### src/core/wdt_pkg.sv
// Purpose: Shared constants for the watchdog with prewarning
// Assumes: 100 MHz ref_clk, 32-bit Avalon-MM register port
// Notes: Byte addresses, reset values and command codes live here
package wdt_pkg;
  localparam int unsigned CLK_MHZ = 100;
  localparam int unsigned CNT_W = 16;
  localparam int unsigned PRE_W = 14;
  localparam int unsigned ADDR_W = 5;
  // Register byte addresses
  localparam logic [4:0] OFF_CTRL = 5'h00;
  localparam logic [4:0] OFF_CMD = 5'h04;
  localparam logic [4:0] OFF_RELOAD = 5'h08;
  localparam logic [4:0] OFF_COUNT = 5'h0c;
  localparam logic [4:0] OFF_STATUS = 5'h10;
  // Field positions
  localparam int unsigned CTRL_SEL_BIT = 0;
  localparam int unsigned STAT_EN_BIT = 0;
  localparam int unsigned STAT_WARN_BIT = 1;
  localparam int unsigned STAT_RST_BIT = 2;
  // Command codes written to the command register
  localparam logic [1:0] CMD_SERVICE = 2'h1;
  localparam logic [1:0] CMD_OFF = 2'h2;
  localparam logic [1:0] CMD_ON = 2'h3;
  // Divider settings: select 0 gives 16384, select 1 gives 256
  localparam logic [13:0] DIV_SLOW_LAST = 14'h3fff;
  localparam logic [13:0] DIV_FAST_LAST = 14'h00ff;
  // Reset values: 255 ticks of 256 cycles is about 6.5 ms at 10 MHz
  localparam logic RST_SEL = 1'b1;
  localparam logic [15:0] RST_RELOAD = 16'hff01;
  localparam logic RST_ENABLE = 1'b1;
  localparam logic [15:0] CNT_MAX = 16'hffff;
  // Gap between prewarning and reset request
  localparam int unsigned PREWARN_TIME_NS = 2560;
  localparam int unsigned PREWARN_CYCLES = (PREWARN_TIME_NS * CLK_MHZ) / 1000;
  typedef enum logic [1:0] {
    WDT_RUN = 2'b00,
    WDT_WARN = 2'b01,
    WDT_RESET = 2'b10
  } wdt_state_t;
endpackage : wdt_pkg

### src/core/wdt_prescaler.sv
// Purpose: Clearable system clock divider for the watchdog
// Assumes: Single clock, terminal value chosen by the caller
// Notes: tick is high in the last cycle of each division period
`timescale 1ns/1ps
`default_nettype none
module wdt_prescaler #(
  parameter int unsigned WIDTH = 14
) (
  input wire logic ref_clk,
  input wire logic rst_n,
  input wire logic run,
  input wire logic clear,
  input wire logic [WIDTH-1:0] last,
  output logic tick
);
  logic [WIDTH-1:0] div_q;
  logic [WIDTH-1:0] div_d;

  initial begin
    if (WIDTH < 8) begin
      $error("wdt_prescaler: WIDTH too small");
    end
  end

  assign tick = run && !clear && (div_q >= last);
  assign div_d = (clear || tick) ? '0 : (run ? div_q + WIDTH'(1) : div_q);

  always_ff @(posedge ref_clk or negedge rst_n) begin
    if (!rst_n) begin
      div_q <= '0;
    end else begin
      div_q <= div_d;
    end
  end
endmodule // wdt_prescaler
`default_nettype wire

### src/core/wdt_top.sv
// Purpose: Watchdog timer with prewarning and reset request
// Assumes: Avalon-MM slave on ref_clk, one access answered per two cycles
// Notes: Prewarning and reset request stay high until rst_n
//
// Decided for this implementation: the register offsets and the Avalon-MM slave port.
`timescale 1ns/1ps
`default_nettype none
// Operation
// RULE_01 - After reset the watchdog is enabled and counting with no software action.
// RULE_02 - Software may disable or enable the watchdog at any time by command.
// RULE_03 - Software must service the watchdog before the counter overflows.
// RULE_04 - Unserviced overflow raises prewarning first, then a reset request.
// RULE_05 - The watchdog count is a 16-bit timer register.
// RULE_06 - Counter advances on system clock divided by 16384 or 256, software selected.
// RULE_07 - Counter loads from a programmable reload register to set the interval.
// RULE_08 - Each service copies reload into counter and clears the prescaler together.
// RULE_09 - Reset settings give about 6.5 ms interval at 10 MHz.
// RULE_10 - Counter increments per prescaler tick; overflow is the wrap from all ones.
module wdt_top #(
  parameter int unsigned CNT_WIDTH = wdt_pkg::CNT_W,
  parameter int unsigned WARN_CYCLES = wdt_pkg::PREWARN_CYCLES
) (
  input wire logic ref_clk,
  input wire logic rst_n,
  input wire logic [wdt_pkg::ADDR_W-1:0] avs_address,
  input wire logic avs_read,
  input wire logic avs_write,
  input wire logic [31:0] avs_writedata,
  input wire logic [3:0] avs_byteenable,
  output logic [31:0] avs_readdata,
  output logic avs_waitrequest,
  output logic prewarn_irq,
  output logic reset_req
);
  initial begin
    if (CNT_WIDTH != 16) begin
      $error("wdt_top: counter must be 16 bits wide");
    end
    if (WARN_CYCLES < 1 || WARN_CYCLES > 4096) begin
      $error("wdt_top: WARN_CYCLES out of range");
    end
  end

  // Bus handshake and decode
  logic ack_q;
  logic access;
  logic wr_en;
  logic rd_en;
  logic hit_ctrl;
  logic hit_cmd;
  logic hit_reload;
  logic hit_count;
  logic hit_status;
  logic lo_lane;
  logic hi_lane;

  // Control and state
  logic sel_q;
  logic [15:0] reload_q;
  logic en_q;
  logic [15:0] cnt_q;
  logic [15:0] cnt_d;
  logic [11:0] warn_cnt_q;
  logic [11:0] warn_cnt_d;
  wdt_pkg::wdt_state_t state_q;
  wdt_pkg::wdt_state_t state_d;
  logic [31:0] rdata_q;
  logic [31:0] rdata_d;

  // Commands and timer events
  logic [1:0] cmd_code;
  logic do_service;
  logic do_off;
  logic do_on;
  logic tick;
  logic overflow;
  logic [13:0] div_last;
  logic warn_done;
  logic [15:0] reload_d;

  // One wait cycle per access so readdata comes from a flop
  assign access = (avs_read || avs_write) && !ack_q;
  assign avs_waitrequest = (avs_read || avs_write) && !ack_q;
  assign wr_en = avs_write && ack_q;
  assign rd_en = avs_read && !ack_q;

  assign hit_ctrl = (avs_address == wdt_pkg::OFF_CTRL);
  assign hit_cmd = (avs_address == wdt_pkg::OFF_CMD);
  assign hit_reload = (avs_address == wdt_pkg::OFF_RELOAD);
  assign hit_count = (avs_address == wdt_pkg::OFF_COUNT);
  assign hit_status = (avs_address == wdt_pkg::OFF_STATUS);
  assign lo_lane = avs_byteenable[0];
  assign hi_lane = avs_byteenable[1];

  // RULE_02 command decode
  assign cmd_code = avs_writedata[1:0];
  assign do_service = wr_en && hit_cmd && lo_lane && (cmd_code == wdt_pkg::CMD_SERVICE);
  assign do_off = wr_en && hit_cmd && lo_lane && (cmd_code == wdt_pkg::CMD_OFF);
  assign do_on = wr_en && hit_cmd && lo_lane && (cmd_code == wdt_pkg::CMD_ON);

  // RULE_07 byte-lane reload write
  assign reload_d = (wr_en && hit_reload) ?
                    {hi_lane ? avs_writedata[15:8] : reload_q[15:8],
                     lo_lane ? avs_writedata[7:0] : reload_q[7:0]} :
                    reload_q;

  // RULE_06 divider terminal select
  assign div_last = sel_q ? wdt_pkg::DIV_FAST_LAST : wdt_pkg::DIV_SLOW_LAST;

  // RULE_08 service clears prescaler
  wdt_prescaler #(
    .WIDTH(wdt_pkg::PRE_W)
  ) u_prescaler (
    .ref_clk(ref_clk),
    .rst_n(rst_n),
    .run(en_q),
    .clear(do_service),
    .last(div_last),
    .tick(tick)
  );

  // RULE_10 wrap from all ones
  assign overflow = tick && (cnt_q == wdt_pkg::CNT_MAX);

  // RULE_08 reload on service wins over a tick
  // RULE_05 16-bit count
  assign cnt_d = do_service ? reload_q : (tick ? cnt_q + 16'h0001 : cnt_q);

  assign warn_done = (warn_cnt_q == 12'(WARN_CYCLES - 1));

  // RULE_04 prewarning then reset request
  always_comb begin
    state_d = state_q;
    warn_cnt_d = warn_cnt_q;
    unique case (state_q)
      wdt_pkg::WDT_RUN: begin
        warn_cnt_d = '0;
        if (overflow) begin
          state_d = wdt_pkg::WDT_WARN;
        end
      end
      wdt_pkg::WDT_WARN: begin
        if (warn_done) begin
          state_d = wdt_pkg::WDT_RESET;
        end else begin
          warn_cnt_d = warn_cnt_q + 12'h001;
        end
      end
      wdt_pkg::WDT_RESET: begin
        state_d = wdt_pkg::WDT_RESET;
      end
      default: begin
        state_d = wdt_pkg::WDT_RESET;
      end
    endcase
  end

  always_comb begin
    rdata_d = 32'h0000_0000;
    if (hit_ctrl) begin
      rdata_d[wdt_pkg::CTRL_SEL_BIT] = sel_q;
    end else if (hit_reload) begin
      rdata_d[15:0] = reload_q;
    end else if (hit_count) begin
      rdata_d[15:0] = cnt_q;
    end else if (hit_status) begin
      rdata_d[wdt_pkg::STAT_EN_BIT] = en_q;
      rdata_d[wdt_pkg::STAT_WARN_BIT] = (state_q != wdt_pkg::WDT_RUN);
      rdata_d[wdt_pkg::STAT_RST_BIT] = (state_q == wdt_pkg::WDT_RESET);
    end
  end

  always_ff @(posedge ref_clk or negedge rst_n) begin
    if (!rst_n) begin
      ack_q <= 1'b0;
      rdata_q <= 32'h0000_0000;
    end else begin
      ack_q <= access;
      if (rd_en) begin
        rdata_q <= rdata_d;
      end
    end
  end

  // RULE_09 reset defaults
  always_ff @(posedge ref_clk or negedge rst_n) begin
    if (!rst_n) begin
      sel_q <= wdt_pkg::RST_SEL;
      reload_q <= wdt_pkg::RST_RELOAD;
    end else begin
      if (wr_en && hit_ctrl && lo_lane) begin
        sel_q <= avs_writedata[wdt_pkg::CTRL_SEL_BIT];
      end
      reload_q <= reload_d;
    end
  end

  // RULE_01 enabled out of reset
  always_ff @(posedge ref_clk or negedge rst_n) begin
    if (!rst_n) begin
      en_q <= wdt_pkg::RST_ENABLE;
    end else if (do_off) begin
      en_q <= 1'b0;
    end else if (do_on) begin
      en_q <= 1'b1;
    end
  end

  // RULE_09 counter starts at the reload value
  always_ff @(posedge ref_clk or negedge rst_n) begin
    if (!rst_n) begin
      cnt_q <= wdt_pkg::RST_RELOAD;
      state_q <= wdt_pkg::WDT_RUN;
      warn_cnt_q <= 12'h000;
    end else begin
      cnt_q <= cnt_d;
      state_q <= state_d;
      warn_cnt_q <= warn_cnt_d;
    end
  end

  // Once raised, only rst_n drops these; a late service cannot hide a failure
  assign prewarn_irq = (state_q != wdt_pkg::WDT_RUN);
  assign reset_req = (state_q == wdt_pkg::WDT_RESET);
  assign avs_readdata = rdata_q;
endmodule // wdt_top
`default_nettype wire

### config.mk
export PLATFORM = sky130hd
export DESIGN_NAME = wdt_top
export DESIGN_NICKNAME = d
export VERILOG_FILES = /design/src/core/wdt_pkg.sv /design/src/core/wdt_prescaler.sv /design/src/core/wdt_top.sv
export SDC_FILE = /design/constraint.sdc
export NUM_CORES = 1
export LEC_CHECK = 0
export ABC_AREA = 1
export ABC_CLOCK_PERIOD_IN_PS = 2310
export BUFFER_PORTS_ARGS = -buffer_cell sky130_fd_sc_hd__buf_2
export CAP_MARGIN = 20
export CORE_MARGIN = 4
export CORE_UTILIZATION = 52
export CTS_CLUSTER_SIZE = 30
export DETAILED_ROUTE_END_ITERATION = 10
export PLACE_DENSITY = 0.74
export SETUP_SLACK_MARGIN = 0.05
export SLEW_MARGIN = 20
export SYNTH_ARGS = -nofsm -noshare
export SYNTH_HDL_FRONTEND = slang
export SYNTH_HIERARCHICAL = 1
export SYNTH_SLANG_ARGS = --single-unit
### constraint.sdc
create_clock -name ref_clk -period 2.31 [get_ports ref_clk]
set_clock_uncertainty 0.2 [all_clocks]
set_input_delay 0.1155 -clock ref_clk [delete_from_list [all_inputs] [get_ports ref_clk]]
set_output_delay 0.1155 -clock ref_clk [all_outputs]
set_load 0.02 [all_outputs]
Word-level counts from Yosys, hierarchy flattened
Cells that the tools add are included.
{"block": "word_totals", "register_bits": 79, "input_bits": 45}
{"block": "classes", "add_sub_neg": 3, "n_lt_le_gt_ge": 1, "eq_ne": 14, "n_mux": 18, "reduce_logical": 29}
{"op": "16-bit two-way mux", "n": 3}
{"op": "14-bit two-way mux", "n": 3}
{"op": "12-bit one-hot mux with 2 select lines", "n": 1}
{"op": "16-bit by 1-bit adder with 16-bit output (second input constant)", "n": 1}
{"op": "16-bit equality test (second input constant)", "n": 1}
{"op": "15-bit two-way mux", "n": 1}
{"op": "14-bit by 1-bit adder with 14-bit output (second input constant)", "n": 1}
{"op": "14-bit >= comparator", "n": 1}
{"op": "1-bit logical AND", "n": 14}
{"op": "13-bit two-way mux", "n": 1}
{"op": "12-bit by 1-bit adder with 12-bit output (second input constant)", "n": 1}
{"op": "12-bit by 8-bit equality test with 1-bit output (second input constant)", "n": 1}
{"op": "12-bit two-way mux", "n": 1}
{"op": "5-bit by 4-bit equality test with 1-bit output (second input constant)", "n": 2}
{"op": "2-bit nonzero test", "n": 5}
{"op": "2-bit AND reduction", "n": 4}
{"op": "2-bit equality test (second input constant)", "n": 3}
{"op": "3-bit two-way mux", "n": 2}
{"op": "2-bit inequality test (second input constant)", "n": 3}
{"op": "5-bit by 3-bit equality test with 1-bit output (second input constant)", "n": 1}
{"op": "5-bit equality test (second input constant)", "n": 1}
{"op": "5-bit logical NOT", "n": 1}
{"op": "2-bit by 1-bit equality test with 1-bit output (second input constant)", "n": 2}
{"op": "2-bit two-way mux", "n": 2}
{"op": "other kinds (5)", "n": 9}

Longest topological paths before layout
Gate-level depths: netlist of run 1.
{"block": "depth", "ltp_word": 10, "mapped_depth": 18, "ltp_nobuf": 17}

Hierarchy
The synthesis of run 1 kept the hierarchy.
{"mod": "wdt_top", "n_inst": 1, "cells_each": 533, "area_per_inst_um2": 3890.0, "seq_area_each_um2": 1651.6}
{"mod": "wdt_prescaler", "n_inst": 1, "cells_each": 172, "area_per_inst_um2": 1244.9, "seq_area_each_um2": 350.3}

Worst setup path before layout of run 1
Ideal clock, no wire load.
{"block": "synth_path", "kind": "register -> register", "from": "register sel_q", "to": "register cnt_q[13]", "t_arrival_ns": 2.199, "t_required_ns": 2.050, "path_slack_ns": -0.150, "stages_incl_launch_ff": 19, "path_buffers": 2, "synth_period_minus_slack_ns": 2.460, "cell_sequence": "dfstp_2 > inv_1 > inv_1 > ha_1 > nand2_1 > inv_2 > nand2_1 > nand2_1 > nor2_2 > nand3_2 > nand2_2 > nor2_1 > clkbuf_1 > inv_1 > buf_1 > nand3_1 > nand2_1 > inv_1 > nand2_1"}
{"block": "synth_via", "elab_chain_cells": 4}
{"item": "start: declaration", "line_no": "wdt_top.sv:58", "source": "logic sel_q;"}
{"item": "start signal: assignment", "line_no": "wdt_top.sv:188", "source": "sel_q <= wdt_pkg::RST_SEL;"}
{"item": "start signal: assignment", "line_no": "wdt_top.sv:192", "source": "sel_q <= avs_writedata[wdt_pkg::CTRL_SEL_BIT];"}
{"item": "14-bit two-way mux", "line_no": "wdt_top.sv:108", "source": "assign div_last = sel_q ? wdt_pkg::DIV_FAST_LAST : wdt_pkg::DIV_SLOW_LAST;"}
{"item": "via div_last[10]", "line_no": "wdt_top.sv:77", "source": "logic [13:0] div_last;"}
{"item": "14-bit >= comparator", "line_no": "wdt_prescaler.sv:25", "source": "assign tick = run && !clear && (div_q >= last);"}
{"item": "1-bit logical AND", "line_no": "wdt_prescaler.sv:25"}
{"item": "via tick", "line_no": "wdt_top.sv:75", "source": "logic tick;"}
{"item": "2-bit nonzero test (no line)"}
{"item": "end signal: assignment", "line_no": "wdt_top.sv:212", "source": "cnt_q <= wdt_pkg::RST_RELOAD;"}
{"item": "end signal: assignment", "line_no": "wdt_top.sv:216", "source": "cnt_q <= cnt_d;"}
{"item": "end: declaration", "line_no": "wdt_top.sv:61", "source": "logic [15:0] cnt_q;"}
The timed path passes the listed nets, and every way through them passes these cells.
A chain may end at the register's enable or synchronous reset.

Final worst setup path of run 1
{"block": "layout_path", "from": "register sel_q", "to": "register cnt_q[2]"}
Same word-level chain as after synthesis.

==> results.tsv, run 1 <==
stage	metric	value	unit
worst_setup_path	rrSetupSlack	-30	ps
power_and_ir_drop	comb_power_share	25.4	%
synthesis	yosys_warnings	6	
sta	hold_violations	0	
worst_setup_path	endpoint_kind	register	
route	dr.pass1.iters	5	
run_status	violations	setup timing	
layout	area_growth	21.6	%
worst_setup_path	reg2reg_depth	17	
layout	diodes	0	
worst_setup_path	worst_setup_path_start_kind	register	
synthesis	avgSynthCellArea	7.28	um2
synthesis	yosysSeqAreaShare	39.0	%
worst_setup_path	crit_path_max_fanout	7	
power_and_ir_drop	ir_drop	0.000391	V
route	via_per_inst	5.07	
power_and_ir_drop	p_total	3.54	mW
clock_network	cts_tree	done	
synthesis	syn_area	5130	um2
floorplanning	start_util	53.0	%
global_route	grt_pass1_wl	21.5	mm
sta	rsz0062_at_grt	true	
synthesis	synth_edf_count	0	
synthesis	async_flop_share	100	%
floorplanning	dieArea	11500	um2
synthesis	ys_ff_latch	79	
worst_setup_path	worstSetupStartpoint	sel_q$_DFFE_PN1P_	
power_and_ir_drop	power.internal	2.32	mW
power_and_ir_drop	switching_power	1.22	mW
power_and_ir_drop	p_per_area	568	nW/um2
worst_hold_path	min_path_type	in -> reg	
global_route	grt_overflow	0	
worst_setup_path	r2r_start	sel_q$_DFFE_PN1P_	
placement	gp_congestion	0.927	
route	wl	12.6	mm
route	post_drt_wl_per_cell	13.3	um
route	vias	4802	
global_route	antenna_found_initial	0	
layout	final_util	64.5	%
floorplanning	die_w	107	um
sta	slew_viol_final	0	
placement	io_buffer_count	45	
route	drc_errors	0	
sta	postLayoutSetupSlackWorst	-26.8	ps
sta	max_slew_margin	63.5	%
clock_network	htreeDepth	3	
floorplanning	rows	36	
floorplanning	ios	80	
floorplanning	coreArea	9680	um2
clock_network	clockBufferDepth	2	
synthesis	yosysTopAreaCellShare	28.8	%
worst_setup_path	timing.setup.critical_path_class	reg -> reg	
global_route	grt.total_usage	23.3	%
layout	nFillCells	838	
layout	drive_above_1_share	22.5	%
sta	fin_crit_sh	101	%
floorplanning	die_h	107	um
power_and_ir_drop	p_leak	3.26	nW
power_and_ir_drop	p_seq_share	47.1	%
layout	design_area	6240	um2
clock_network	cts_root_buf	clkbuf_8	
worst_hold_path	whs_path_depth	5	
worst_setup_path	timing.rr.end	cnt_q[2]$_DFFE_PN0P_	
global_route	grt_max_degree	46	
global_route	grt_pass1_vias	4721	
route	drt_iter0_drc	216	
route	drtAntennaViolNets	0	
power_and_ir_drop	p_clk_share	27.5	%
sta	layout_min_cycle_time	2340	ps
placement	place_ws	-80.6	ps
placement	dpl_cell_area	5490	um2
clock_network	clkTransAtPathRegs	90	ps
sta	worst_pin_slew	547	ps
placement	dp_hpwl	8.54	mm
synthesis	synth_flop_cell	dfrtp_1	
sta	whs	15.9	ps
layout	nNetsFinal	871	
synthesis	syn_inst	705	
synthesis	netlist_top_cells_area	dfrtp_1, nand2_1, dfstp_2	
clock_network	cts.sinks	79	
synthesis	synth_top_cell_by_area	dfrtp_1	
sta	timing.setup.tns	-26.8	ps
run_status	outcome	finished with violations	
worst_hold_path	hold_start	avs_address[4]	
sta	fmaxAchievable	0.428	GHz
synthesis	yosysUniqueCellTypes	34	
clock_network	cts_buffers	9	
placement	dpl.cell_count	886	
worst_hold_path	min_to	avs_readdata[0]$_DFFE_PN0P_	
sta	setup_viol	1	
layout	stdcell_count	947	
clock_network	insertion_delay	380	ps
run	drv_cap	0	
power_and_ir_drop	sw_frac_of_total	34.4	%
worst_setup_path	crit_arrival	2410	ps
worst_setup_path	worstPathRequired	2380	ps
Yosys cell counts, types with 7 or more instances:
| cell type | instances |
|---|---|
| o22ai_1 | 13 |
| nor2_2 | 17 |
| buf_4 | 17 |
| xor2_1 | 9 |
| o21ai_0 | 14 |
| nand2_1 | 210 |
| dfstp_2 | 20 |
| nand4_1 | 22 |
| inv_1 | 98 |
| nor2_1 | 72 |
| a21oi_1 | 9 |
| ha_1 | 17 |
| nor2_4 | 7 |
| nand3_1 | 63 |
| dfrtp_1 | 59 |
| a21oi_2 | 15 |
layer usage:
metal | track usage (%) | wire length, um | up-vias
met5 | 0 | 0 | -
met4 | 8.84 | 300 | 0
met3 | 5.04 | 452 | 29
met2 | 41.6 | 6560 | 109
met1 | 27.5 | 5250 | 2264
li1 | - | - | 2400
cell usage in the layout (no fill, tap or decap), drive strengths merged:
| cell | n |
|---|---|
| nand2 | 218 |
| a21oi | 24 |
| dlygate4sd3 | 40 |
| clkbuf | 9 |
| clkinvlp | 2 |
| o22ai | 13 |
| nor2 | 96 |
| dfrtp | 59 |
| or2 | 1 |
| nor3 | 2 |
| o21ai | 19 |
| ha | 17 |
| dfstp | 20 |
| xor2 | 9 |
| inv | 106 |
| nand4 | 23 |
| clkinv | 3 |
| xnor2 | 1 |
| nand3 | 68 |
| buf | 60 |
| conb | 24 |
critical path, stage by stage (launching register included):
cell     delay, ps
dfstp_2        580
inv_6           60
inv_2           60
ha_4           190
nand2_2         60
inv_2           50
nand3_4         70
nor2_2          60
nor2_2         130
nand3_2         80
nand2_2         90
nor2_4          50
buf_6          130
nand2_2         60
xor2_1         140
nand2_1         70
o21ai_1         90
inv_1           60
sequential cells by signal (all words and copies together) (netlist names):
name               cells
cnt_q                 16
ack_q                  1
warn_cnt_q            12
u_prescaler/div_q     14
state_q                2
reload_q              16
avs_readdata          16
en_q                   1
sel_q                  1
kinds of logic after synthesis:
logic type               share of synthesized area, %
buffers and inverters                            11.7
flip-flops                                       39.0
adder cells (fa/ha/maj)                          4.14
other                                           0.146
XOR/XNOR                                         1.71
AND/OR/NAND/NOR                                  36.1
AO/OA/AOI/OAI                                    7.24
cell type report:
cell class / count / area (um2) / area share (%)
inverters: 104 / 405 / 6.49
multi-input cells: 515 / 2730 / 43.7
repair buffers: 100 / 764 / 12.2
well taps: 133 / 166 / 2.67
clock inverters: 7 / 55.1 / 0.882
clock buffers: 9 / 124 / 1.98
flip-flops and latches: 79 / 2000 / 32.1
timing repair:
item / 4_1_cts / 5_1_grt
setup buffers: 5 / 0
hold endpoints to repair: 96 / 0
pin swaps: 15 / 5
endpoints found under the setup margin: 17 / 19
resized for setup: 26 / 8
hold buffers: 40 / 0
worst max path at each step:
stage / end / slack (ps)
after floorplan: cnt_q[4]$_DFFE_PN0P_ / 60
after global placement: cnt_q[2]$_DFFE_PN0P_ / 20
after detailed placement: cnt_q[2]$_DFFE_PN0P_ / -80
after CTS: cnt_q[2]$_DFFE_PN0P_ / 10
after global routing: cnt_q[2]$_DFFE_PN0P_ / -140
final: cnt_q[2]$_DFFE_PN0P_ / -30
power groups by stage:
stage                     Clock, mW  Combinational [mW]  Sequential [mW]
final                         0.976               0.899             1.67
after global routing           1.06                1.00             1.69
after CTS                      1.00               0.871             1.66
after detailed placement          0               0.686             1.67
after global placement            0               0.646             1.67
after floorplan                   0               0.506             1.66
(Power assumes the default switching activity.)
==> inputs of run 2 (changes only) <==
--- a/config.mk
+++ b/config.mk
@@ -18,5 +18,4 @@
 export SLEW_MARGIN = 20
 export SYNTH_ARGS = -nofsm -noshare
 export SYNTH_HDL_FRONTEND = slang
-export SYNTH_HIERARCHICAL = 1
 export SYNTH_SLANG_ARGS = --single-unit
==> run 2 against run 1 <==
The run now ends clean; sequential power shrank 9%; die area shrank 4.8%; register-to-register slack gained 240 ps; power shrank 20%; sequential cell count is the same; fmax grew 11%.
==> results.tsv, run 2 <==
stage	metric	value	unit	change
worst_setup_path	endpoint_kind	register		unchanged
placement	place_ws	211	ps	was -80.6 ps
synthesis	yosys_warnings	0		was 6
floorplanning	die_w	105	um	was 107 um
power_and_ir_drop	p_leak	2.93	nW	was 3.26 nW
sta	setup_viol	0		was 1
layout	seq_area	2000	um2	about the same
worst_hold_path	min_path_type	in -> reg		unchanged
power_and_ir_drop	p_clk_share	35.3	%	was 27.5%
placement	dpl.cell_count	834		was 886
placement	io_buffer_count	45		unchanged
layout	drive_above_1_share	15.9	%	was 22.5%
clock_network	clockBufferDepth	2		unchanged
synthesis	ys_ff_latch	79		unchanged
sta	slew_viol_final	0		unchanged
worst_setup_path	critPathSlowestCell	dfstp_2		unchanged
synthesis	synthTopCellsByCount	nand2_1, inv_1, nand3_1, dfrtp_1, nor2_1		was nand2_1, inv_1, nor2_1, nand3_1, dfrtp_1
power_and_ir_drop	ir_drop	0.000468	V	was 0.000391 V
route	drt_iter0_drc	267		was 216
synthesis	async_flop_share	100	%	unchanged
layout	layout_common_cells	nand2_1, inv_1, nand3_1, nor2_1, dfrtp_1		was nand2_1, inv_1, nor2_1, nand3_1, dfrtp_1
power_and_ir_drop	p_seq_share	53.5	%	was 47.1%
worst_setup_path	worstPathRequired	2370	ps	was 2380 ps
worst_setup_path	cpPeakStageDelay	610	ps	was 580 ps
sta	hold_violations	0		unchanged
worst_setup_path	timing.setup.critical_path_class	reg -> reg		unchanged
floorplanning	rows	35		was 36
worst_setup_path	crit_path_max_fanout	8		was 7
global_route	grt_pass1_vias	4555		was 4721
sta	whs	19.0	ps	was 15.9 ps
clock_network	cts_buffers	9		unchanged
floorplanning	start_util	52.9	%	was 53.0%
clock_network	cts_root_buf	clkbuf_8		unchanged
route	via_per_inst	5.25		was 5.07
global_route	grt_max_degree	40		was 46
power_and_ir_drop	sw_frac_of_total	29.1	%	was 34.4%
sta	fin_crit_sh	90.9	%	was 101%
power_and_ir_drop	power.internal	2.01	mW	was 2.32 mW
layout	diodes	0		unchanged
power_and_ir_drop	p_total	2.84	mW	was 3.54 mW
sta	rsz0062_at_grt	true		unchanged
clock_network	clkTransAtPathRegs	90	ps	about the same
placement	dp_hpwl	9.01	mm	was 8.54 mm
sta	layout_min_cycle_time	2100	ps	was 2340 ps
worst_setup_path	crit_arrival	2160	ps	was 2410 ps
floorplanning	dieArea	11000	um2	was 11500 um2
synthesis	yosysSeqAreaShare	41.1	%	was 39.0%
layout	area_growth	15.8	%	was 21.6%
route	post_drt_wl_per_cell	14.0	um	was 13.3 um
clock_network	htreeDepth	3		unchanged
synthesis	yosysMostFrequentCell	nand2_1		unchanged
synthesis	synth_flop_cell	dfrtp_1		unchanged
layout	multi_input_comb_area	2420	um2	was 2730 um2
worst_setup_path	r2r_start	sel_q$_DFFE_PN1P_		unchanged
synthesis	synth_edf_count	0		unchanged
power_and_ir_drop	p_per_area	503	nW/um2	was 568 nW/um2
global_route	antenna_found_initial	0		unchanged
worst_setup_path	worstPathCellList	ha_1 -> nand2_1 -> nor2_1 -> nand2_1 -> inv_1 -> nor2_1 -> nand2_1 -> nand2_1 -> buf_4 -> nand3_1 -> nand3_1		was inv_6 -> inv_2 -> ha_4 -> nand2_2 -> inv_2 -> nand3_4 -> nor2_2 -> nor2_2 -> nand3_2 -> nand2_2 -> nor2_4 -> buf_6 -> nand2_2 -> xor2_1 -> nand2_1 -> o21ai_1 -> inv_1
power_and_ir_drop	comb_power_share	11.3	%	was 25.4%
layout	final_common_cell	nand2_1		unchanged
placement	gp_congestion	0.894		was 0.927
clock_network	cts.sinks	79		unchanged
worst_setup_path	worst_setup_path_start_kind	register		unchanged
worst_setup_path	worstSetupStartpoint	sel_q$_DFFE_PN1P_		unchanged
route	wl	12.3	mm	was 12.6 mm
global_route	grt_pass1_wl	21.0	mm	was 21.5 mm
sta	postLayoutSetupSlackWorst	210	ps	was -26.8 ps
layout	nFillCells	837		was 838
global_route	grt.total_usage	23.2	%	was 23.3%
clock_network	cts_tree	done		unchanged
layout	stdcell_count	873		was 947
synthesis	yosysUniqueCellTypes	33		was 34
layout	nNetsFinal	811		was 871
synthesis	syn_inst	683		was 705
worst_setup_path	crit_top_cell	nand2_1		was nand2_2
sta	fmaxAchievable	0.476	GHz	was 0.428 GHz
floorplanning	die_h	105	um	was 107 um
global_route	grt_overflow	0		unchanged
synthesis	netlist_top_cells_area	dfrtp_1, nand2_1, dfstp_2		unchanged
floorplanning	ios	80		unchanged
route	vias	4584		was 4802
sta	worst_pin_slew	548	ps	was 547 ps
synthesis	synth_top_cell_by_area	dfrtp_1		unchanged
power_and_ir_drop	switching_power	825	uW	was 1.22 mW
synthesis	syn_area	4870	um2	was 5130 um2
worst_setup_path	path_delay_family	simple AND/OR/NAND/NOR gates		unchanged
synthesis	yosysTopAreaCellShare	30.3	%	was 28.8%
synthesis	avgSynthCellArea	7.13	um2	was 7.28 um2
sta	max_slew_margin	63.4	%	was 63.5%
clock_network	insertion_delay	370	ps	was 380 ps
worst_setup_path	crit_buf_inv	2		was 5
route	drtAntennaViolNets	0		unchanged
floorplanning	coreArea	9200	um2	was 9680 um2
route	drc_errors	0		unchanged
sta	timing.setup.tns	0	ps	was -26.8 ps
worst_hold_path	hold_start	avs_address[3]		was avs_address[4]
run	drv_cap	0		unchanged
run_status	outcome	finished, final reports clean		was finished with violations
route	dr.pass1.iters	5		unchanged
-- run 2: cell count changes after synthesis, sizes merged, moves of 4 or more --
cell / previous run / this run
clkbuf: 4 / 8
o22ai: 13 / 3
o21ai: 19 / 26
nand2: 218 / 248
a21oi: 24 / 5
nand4: 23 / 27
nor3: 2 / 9
ha: 17 / 9
inv: 103 / 77
nor2: 96 / 61
mux2: 0 / 11
-- run 2: metal layers --
metal | track usage (%) | routed length [um] | up-vias | share of wire, %
li1 | - | - | 2294 | -
met5 | 0 | 0 | - | 0
met1 | 28.1 | 5320 | 2162 | 43
met3 | 5.13 | 500 | 21 | 4.1
met4 | 7.03 | 247 | 0 | 2.0
met2 | 41.0 | 6200 | 107 | 51
-- run 2: power by group through the flow --
stage	registers [mW]	clock network (mW)	logic, mW
2_1_floorplan	1.53	0	0.194
3_3_place_gp	1.54	0	0.276
3_5_place_dp	1.54	0	0.286
4_1_cts	1.52	1.02	0.318
5_1_grt	1.53	1.08	0.360
6_report	1.52	1.00	0.320
-- run 2: cells by family after synthesis --
group / after synthesis / share of synthesized area (%)
muxes: 11 / 2.55
xor gates and xnor gates: 13 / 2.34
AOI/OAI and AO/OA: 41 / 4.88
other: 1 / 0.0770
and+or+nand+nor: 417 / 36.3
DFF: 79 / 41.1
adders and majority gates: 9 / 2.31
buffers and inverters: 112 / 10.4
-- run 2: tightest hold or removal path: cells and delay by family --
kind | cells | cell delay, ps
AOI/OAI and AO/OA | 1 | 90
and+or+nand+nor | 3 | 220
buffers and inverters | 1 | 120
-- run 2: final timing paths --
| path | end | slack [ps] | depth (start not counted) |
|---|---|---|---|
| setup / recovery | cnt_q[6]$_DFFE_PN0N_ | 210 | 11 |
| hold / removal | avs_readdata[15]$_DFFE_PN0P_ | 20 | 5 |
| setup reg to reg | cnt_q[6]$_DFFE_PN0N_ | 210 | 11 |
| min in group asynchronous | cnt_q[2]$_DFFE_PN0N_ | 80 | 2 |
| hold reg to reg | ack_q$_DFF_PN0_ | 280 | 1 |
| max in group asynchronous | warn_cnt_q[7]$_DFFE_PN0P_ | 1210 | 3 |
-- run 2: per-stage QoR --
| stage | util [%] | instance area (um2) |
|---|---|---|
| 3_5_place_dp | 56.7 | 5210 |
| 6_report | 61.3 | 5640 |
| 5_1_grt | 61.3 | 5640 |
| 3_3_place_gp | 56.7 | 5210 |
| 4_1_cts | 61.1 | 5620 |
| 2_1_floorplan | - | 4920 |
-- run 2: final cells by class --
class                           count  area share (%)
Timing Repair Buffer               83            10.6
Inverter                           77            5.13
Clock inverter                      6           0.910
Sequential cell                    79            35.5
Multi-Input combinational cell    507            42.9
Clock buffer                       10            2.44
Tap cell                          111            2.46
-- run 2: what timing repair did --
item	4_1_cts	5_1_grt
buffers inserted	0	1
hold buffers	22	0
endpoints found under the hold margin	88	0
setup endpoints to repair	0	7
resized for setup	0	3
==> inputs of run 3 (changes only) <==
--- a/config.mk
+++ b/config.mk
@@ -10,10 +10,10 @@
 export BUFFER_PORTS_ARGS = -buffer_cell sky130_fd_sc_hd__buf_2
 export CAP_MARGIN = 20
 export CORE_MARGIN = 4
-export CORE_UTILIZATION = 52
+export CORE_UTILIZATION = 40
 export CTS_CLUSTER_SIZE = 30
 export DETAILED_ROUTE_END_ITERATION = 10
-export PLACE_DENSITY = 0.74
+export PLACE_DENSITY = 0.59
 export SETUP_SLACK_MARGIN = 0.05
 export SLEW_MARGIN = 20
 export SYNTH_ARGS = -nofsm -noshare
==> run 3 against run 2 <==
Core utilization decreased by 13 points; cell count increased by 4.2%; via count decreased by 1.2%; critical path depth decreased by 4; sequential share of layout area decreased by 1.2 points; fmax increased by 2.3%; global-route usage decreased by 4.4 points.
==> results.tsv, run 3 (same netlist as run 2, synthesis figures left out) <==
stage	metric	value	unit	change
run_status	outcome	finished, final reports clean		unchanged
clock_network	cts_buffers	9		unchanged
sta	hold_violations	0		unchanged
clock_network	insertion_delay	340	ps	was 370 ps
sta	fmaxAchievable	0.487	GHz	was 0.476 GHz
floorplanning	rows	40		was 35
route	post_drt_wl_per_cell	14.1	um	was 14.0 um
route	drc_errors	0		unchanged
clock_network	htreeDepth	3		unchanged
sta	slew_viol_final	0		unchanged
layout	area_growth	19.8	%	was 15.8%
clock_network	cts.sinks	79		unchanged
clock_network	clockBufferDepth	2		unchanged
route	wl	12.8	mm	was 12.3 mm
floorplanning	ios	80		unchanged
worst_setup_path	endpoint_kind	register		unchanged
layout	nNetsFinal	812		was 811
global_route	grt.total_usage	18.8	%	was 23.2%
floorplanning	die_w	118	um	was 105 um
route	drt_iter0_drc	307		was 267
power_and_ir_drop	comb_power_share	9.2	%	was 11.3%
floorplanning	start_util	40.7	%	was 52.9%
power_and_ir_drop	p_leak	3.02	nW	was 2.93 nW
clock_network	cts_root_buf	clkbuf_16		was clkbuf_8
clock_network	clkTransAtPathRegs	70	ps	was 90 ps
global_route	grt_overflow	0		unchanged
layout	diodes	0		unchanged
global_route	grt_max_degree	36		was 40
global_route	antenna_found_initial	0		unchanged
floorplanning	dieArea	14000	um2	was 11000 um2
run	drv_cap	0		unchanged
route	drtAntennaViolNets	0		unchanged
power_and_ir_drop	switching_power	880	uW	was 825 uW
worst_setup_path	timing.setup.critical_path_class	reg -> reg		unchanged
layout	drive_above_1_share	16.0	%	was 15.9%
route	dr.pass1.iters	4		was 5
sta	setup_viol	0		unchanged
power_and_ir_drop	power.internal	2.56	mW	was 2.01 mW
power_and_ir_drop	ir_drop	0.000360	V	was 0.000468 V
power_and_ir_drop	p_seq_share	44.2	%	was 53.5%
floorplanning	coreArea	12000	um2	was 9200 um2
route	via_per_inst	4.98		was 5.25
sta	layout_min_cycle_time	2050	ps	was 2100 ps
sta	worst_pin_slew	556	ps	was 548 ps
sta	rsz0062_at_grt	false		was true
sta	timing.setup.tns	0	ps	unchanged
layout	layout_common_cells	nand2_1, inv_1, nand3_1, dfrtp_1, nor2_1		was nand2_1, inv_1, nand3_1, nor2_1, dfrtp_1
global_route	grt_pass1_wl	21.8	mm	was 21.0 mm
clock_network	cts_tree	done		unchanged
floorplanning	die_h	118	um	was 105 um
placement	gp_congestion	0.878		was 0.894
route	vias	4531		was 4584
sta	postLayoutSetupSlackWorst	258	ps	was 210 ps
power_and_ir_drop	p_per_area	590	nW/um2	was 503 nW/um2
sta	fin_crit_sh	88.9	%	was 90.9%
power_and_ir_drop	sw_frac_of_total	25.6	%	was 29.1%
placement	io_buffer_count	45		unchanged
worst_setup_path	crit_arrival	2140	ps	was 2160 ps
placement	dp_hpwl	9.27	mm	was 9.01 mm
layout	final_common_cell	nand2_1		unchanged
worst_setup_path	worstPathRequired	2400	ps	was 2370 ps
placement	place_ws	236	ps	was 211 ps
power_and_ir_drop	p_clk_share	46.6	%	was 35.3%
worst_hold_path	min_path_type	in -> reg		unchanged
worst_setup_path	crit_path_max_fanout	4		was 8
sta	max_slew_margin	62.8	%	was 63.4%
worst_setup_path	worst_setup_path_start_kind	register		unchanged
global_route	grt_pass1_vias	4559		was 4555
run 3: cell count changes in the layout (fill, tap and decap cells not counted), sizes merged:
| cell | delta |
|---|---|
| clkinv | -2 |
| buf | +1 |
| bufinv | +2 |
| clkinvlp | +1 |
| inv | -1 |
run 3: power groups by stage:
stage	clock network [mW]	registers, mW	logic, mW
6_report	1.60	1.52	0.315
5_1_grt	1.71	1.53	0.360
4_1_cts	1.64	1.52	0.313
3_5_place_dp	0	1.55	0.282
3_3_place_gp	0	1.54	0.275
2_1_floorplan	0	1.53	0.194
run 3: routing by layer:
| metal | wire [um] | share of wire [%] | track usage (%) | vias to the layer above |
|---|---|---|---|---|
| met5 | 0 | 0 | 0 | - |
| met4 | 186 | 1.5 | 5.79 | 0 |
| met3 | 362 | 2.8 | 3.25 | 16 |
| met2 | 6500 | 51 | 33.1 | 73 |
| met1 | 5760 | 45 | 23.4 | 2154 |
| li1 | - | - | - | 2288 |
run 3: what timing repair did:
item	in CTS	in global routing
buffers inserted	0	1
setup endpoints to repair	0	18
hold endpoints to repair	79	0
resized for setup	0	6
hold buffers	22	0
run 3: layout make-up:
class,count,area (um2)
fillers,1228,6130
multi-input cells,507,2430
clock buffers,10,239
inverters,77,289
well taps,147,184
clock inverters,6,92.6
repair buffers,84,593
flip-flops and latches,79,2000
run 3: worst max-delay path: stages (launching register included):
cell     delay [ps]
dfstp_2         560
ha_1            220
inv_1            60
nor3_1          440
nand2_1         140
o21ai_0         190
nand3_1         110
nand3_1          80
run 3: worst paths after layout:
kind | depth (start not counted) | start | slack, ps | end
min reg2reg | 1 | ack_q$_DFF_PN0_ | 270 | ack_q$_DFF_PN0_
max in group asynchronous | 3 | rst_n | 1150 | reload_q[9]$_DFFE_PN1P_
min in group asynchronous | 2 | rst_n | 80 | warn_cnt_q[8]$_DFFE_PN0P_
max reg2reg | 7 | cnt_q[0]$_DFFE_PN1N_ | 260 | cnt_q[14]$_DFFE_PN1N_
min | 5 | avs_address[3] | 50 | avs_readdata[15]$_DFFE_PN0P_
max | 7 | cnt_q[0]$_DFFE_PN1N_ | 260 | cnt_q[14]$_DFFE_PN1N_
run 3: metrics by stage:
| stage | util, % | hold slack, ps | cell area [um2] | total power [mW] | cells |
|---|---|---|---|---|---|
| 3_5_place_dp | 43.8 | -84.3 | 5250 | 1.83 | 870 |
| 3_3_place_gp | 43.8 | -86.9 | 5250 | 1.82 | 870 |
| 5_1_grt | 48.8 | 62.7 | 5830 | 3.60 | 910 |
| 4_1_cts | 48.5 | 48.5 | 5800 | 3.47 | 908 |
| 2_1_floorplan | - | -380 | 4920 | 1.73 | 698 |
| 6_report | 48.8 | 52.5 | 5830 | 3.44 | 910 |
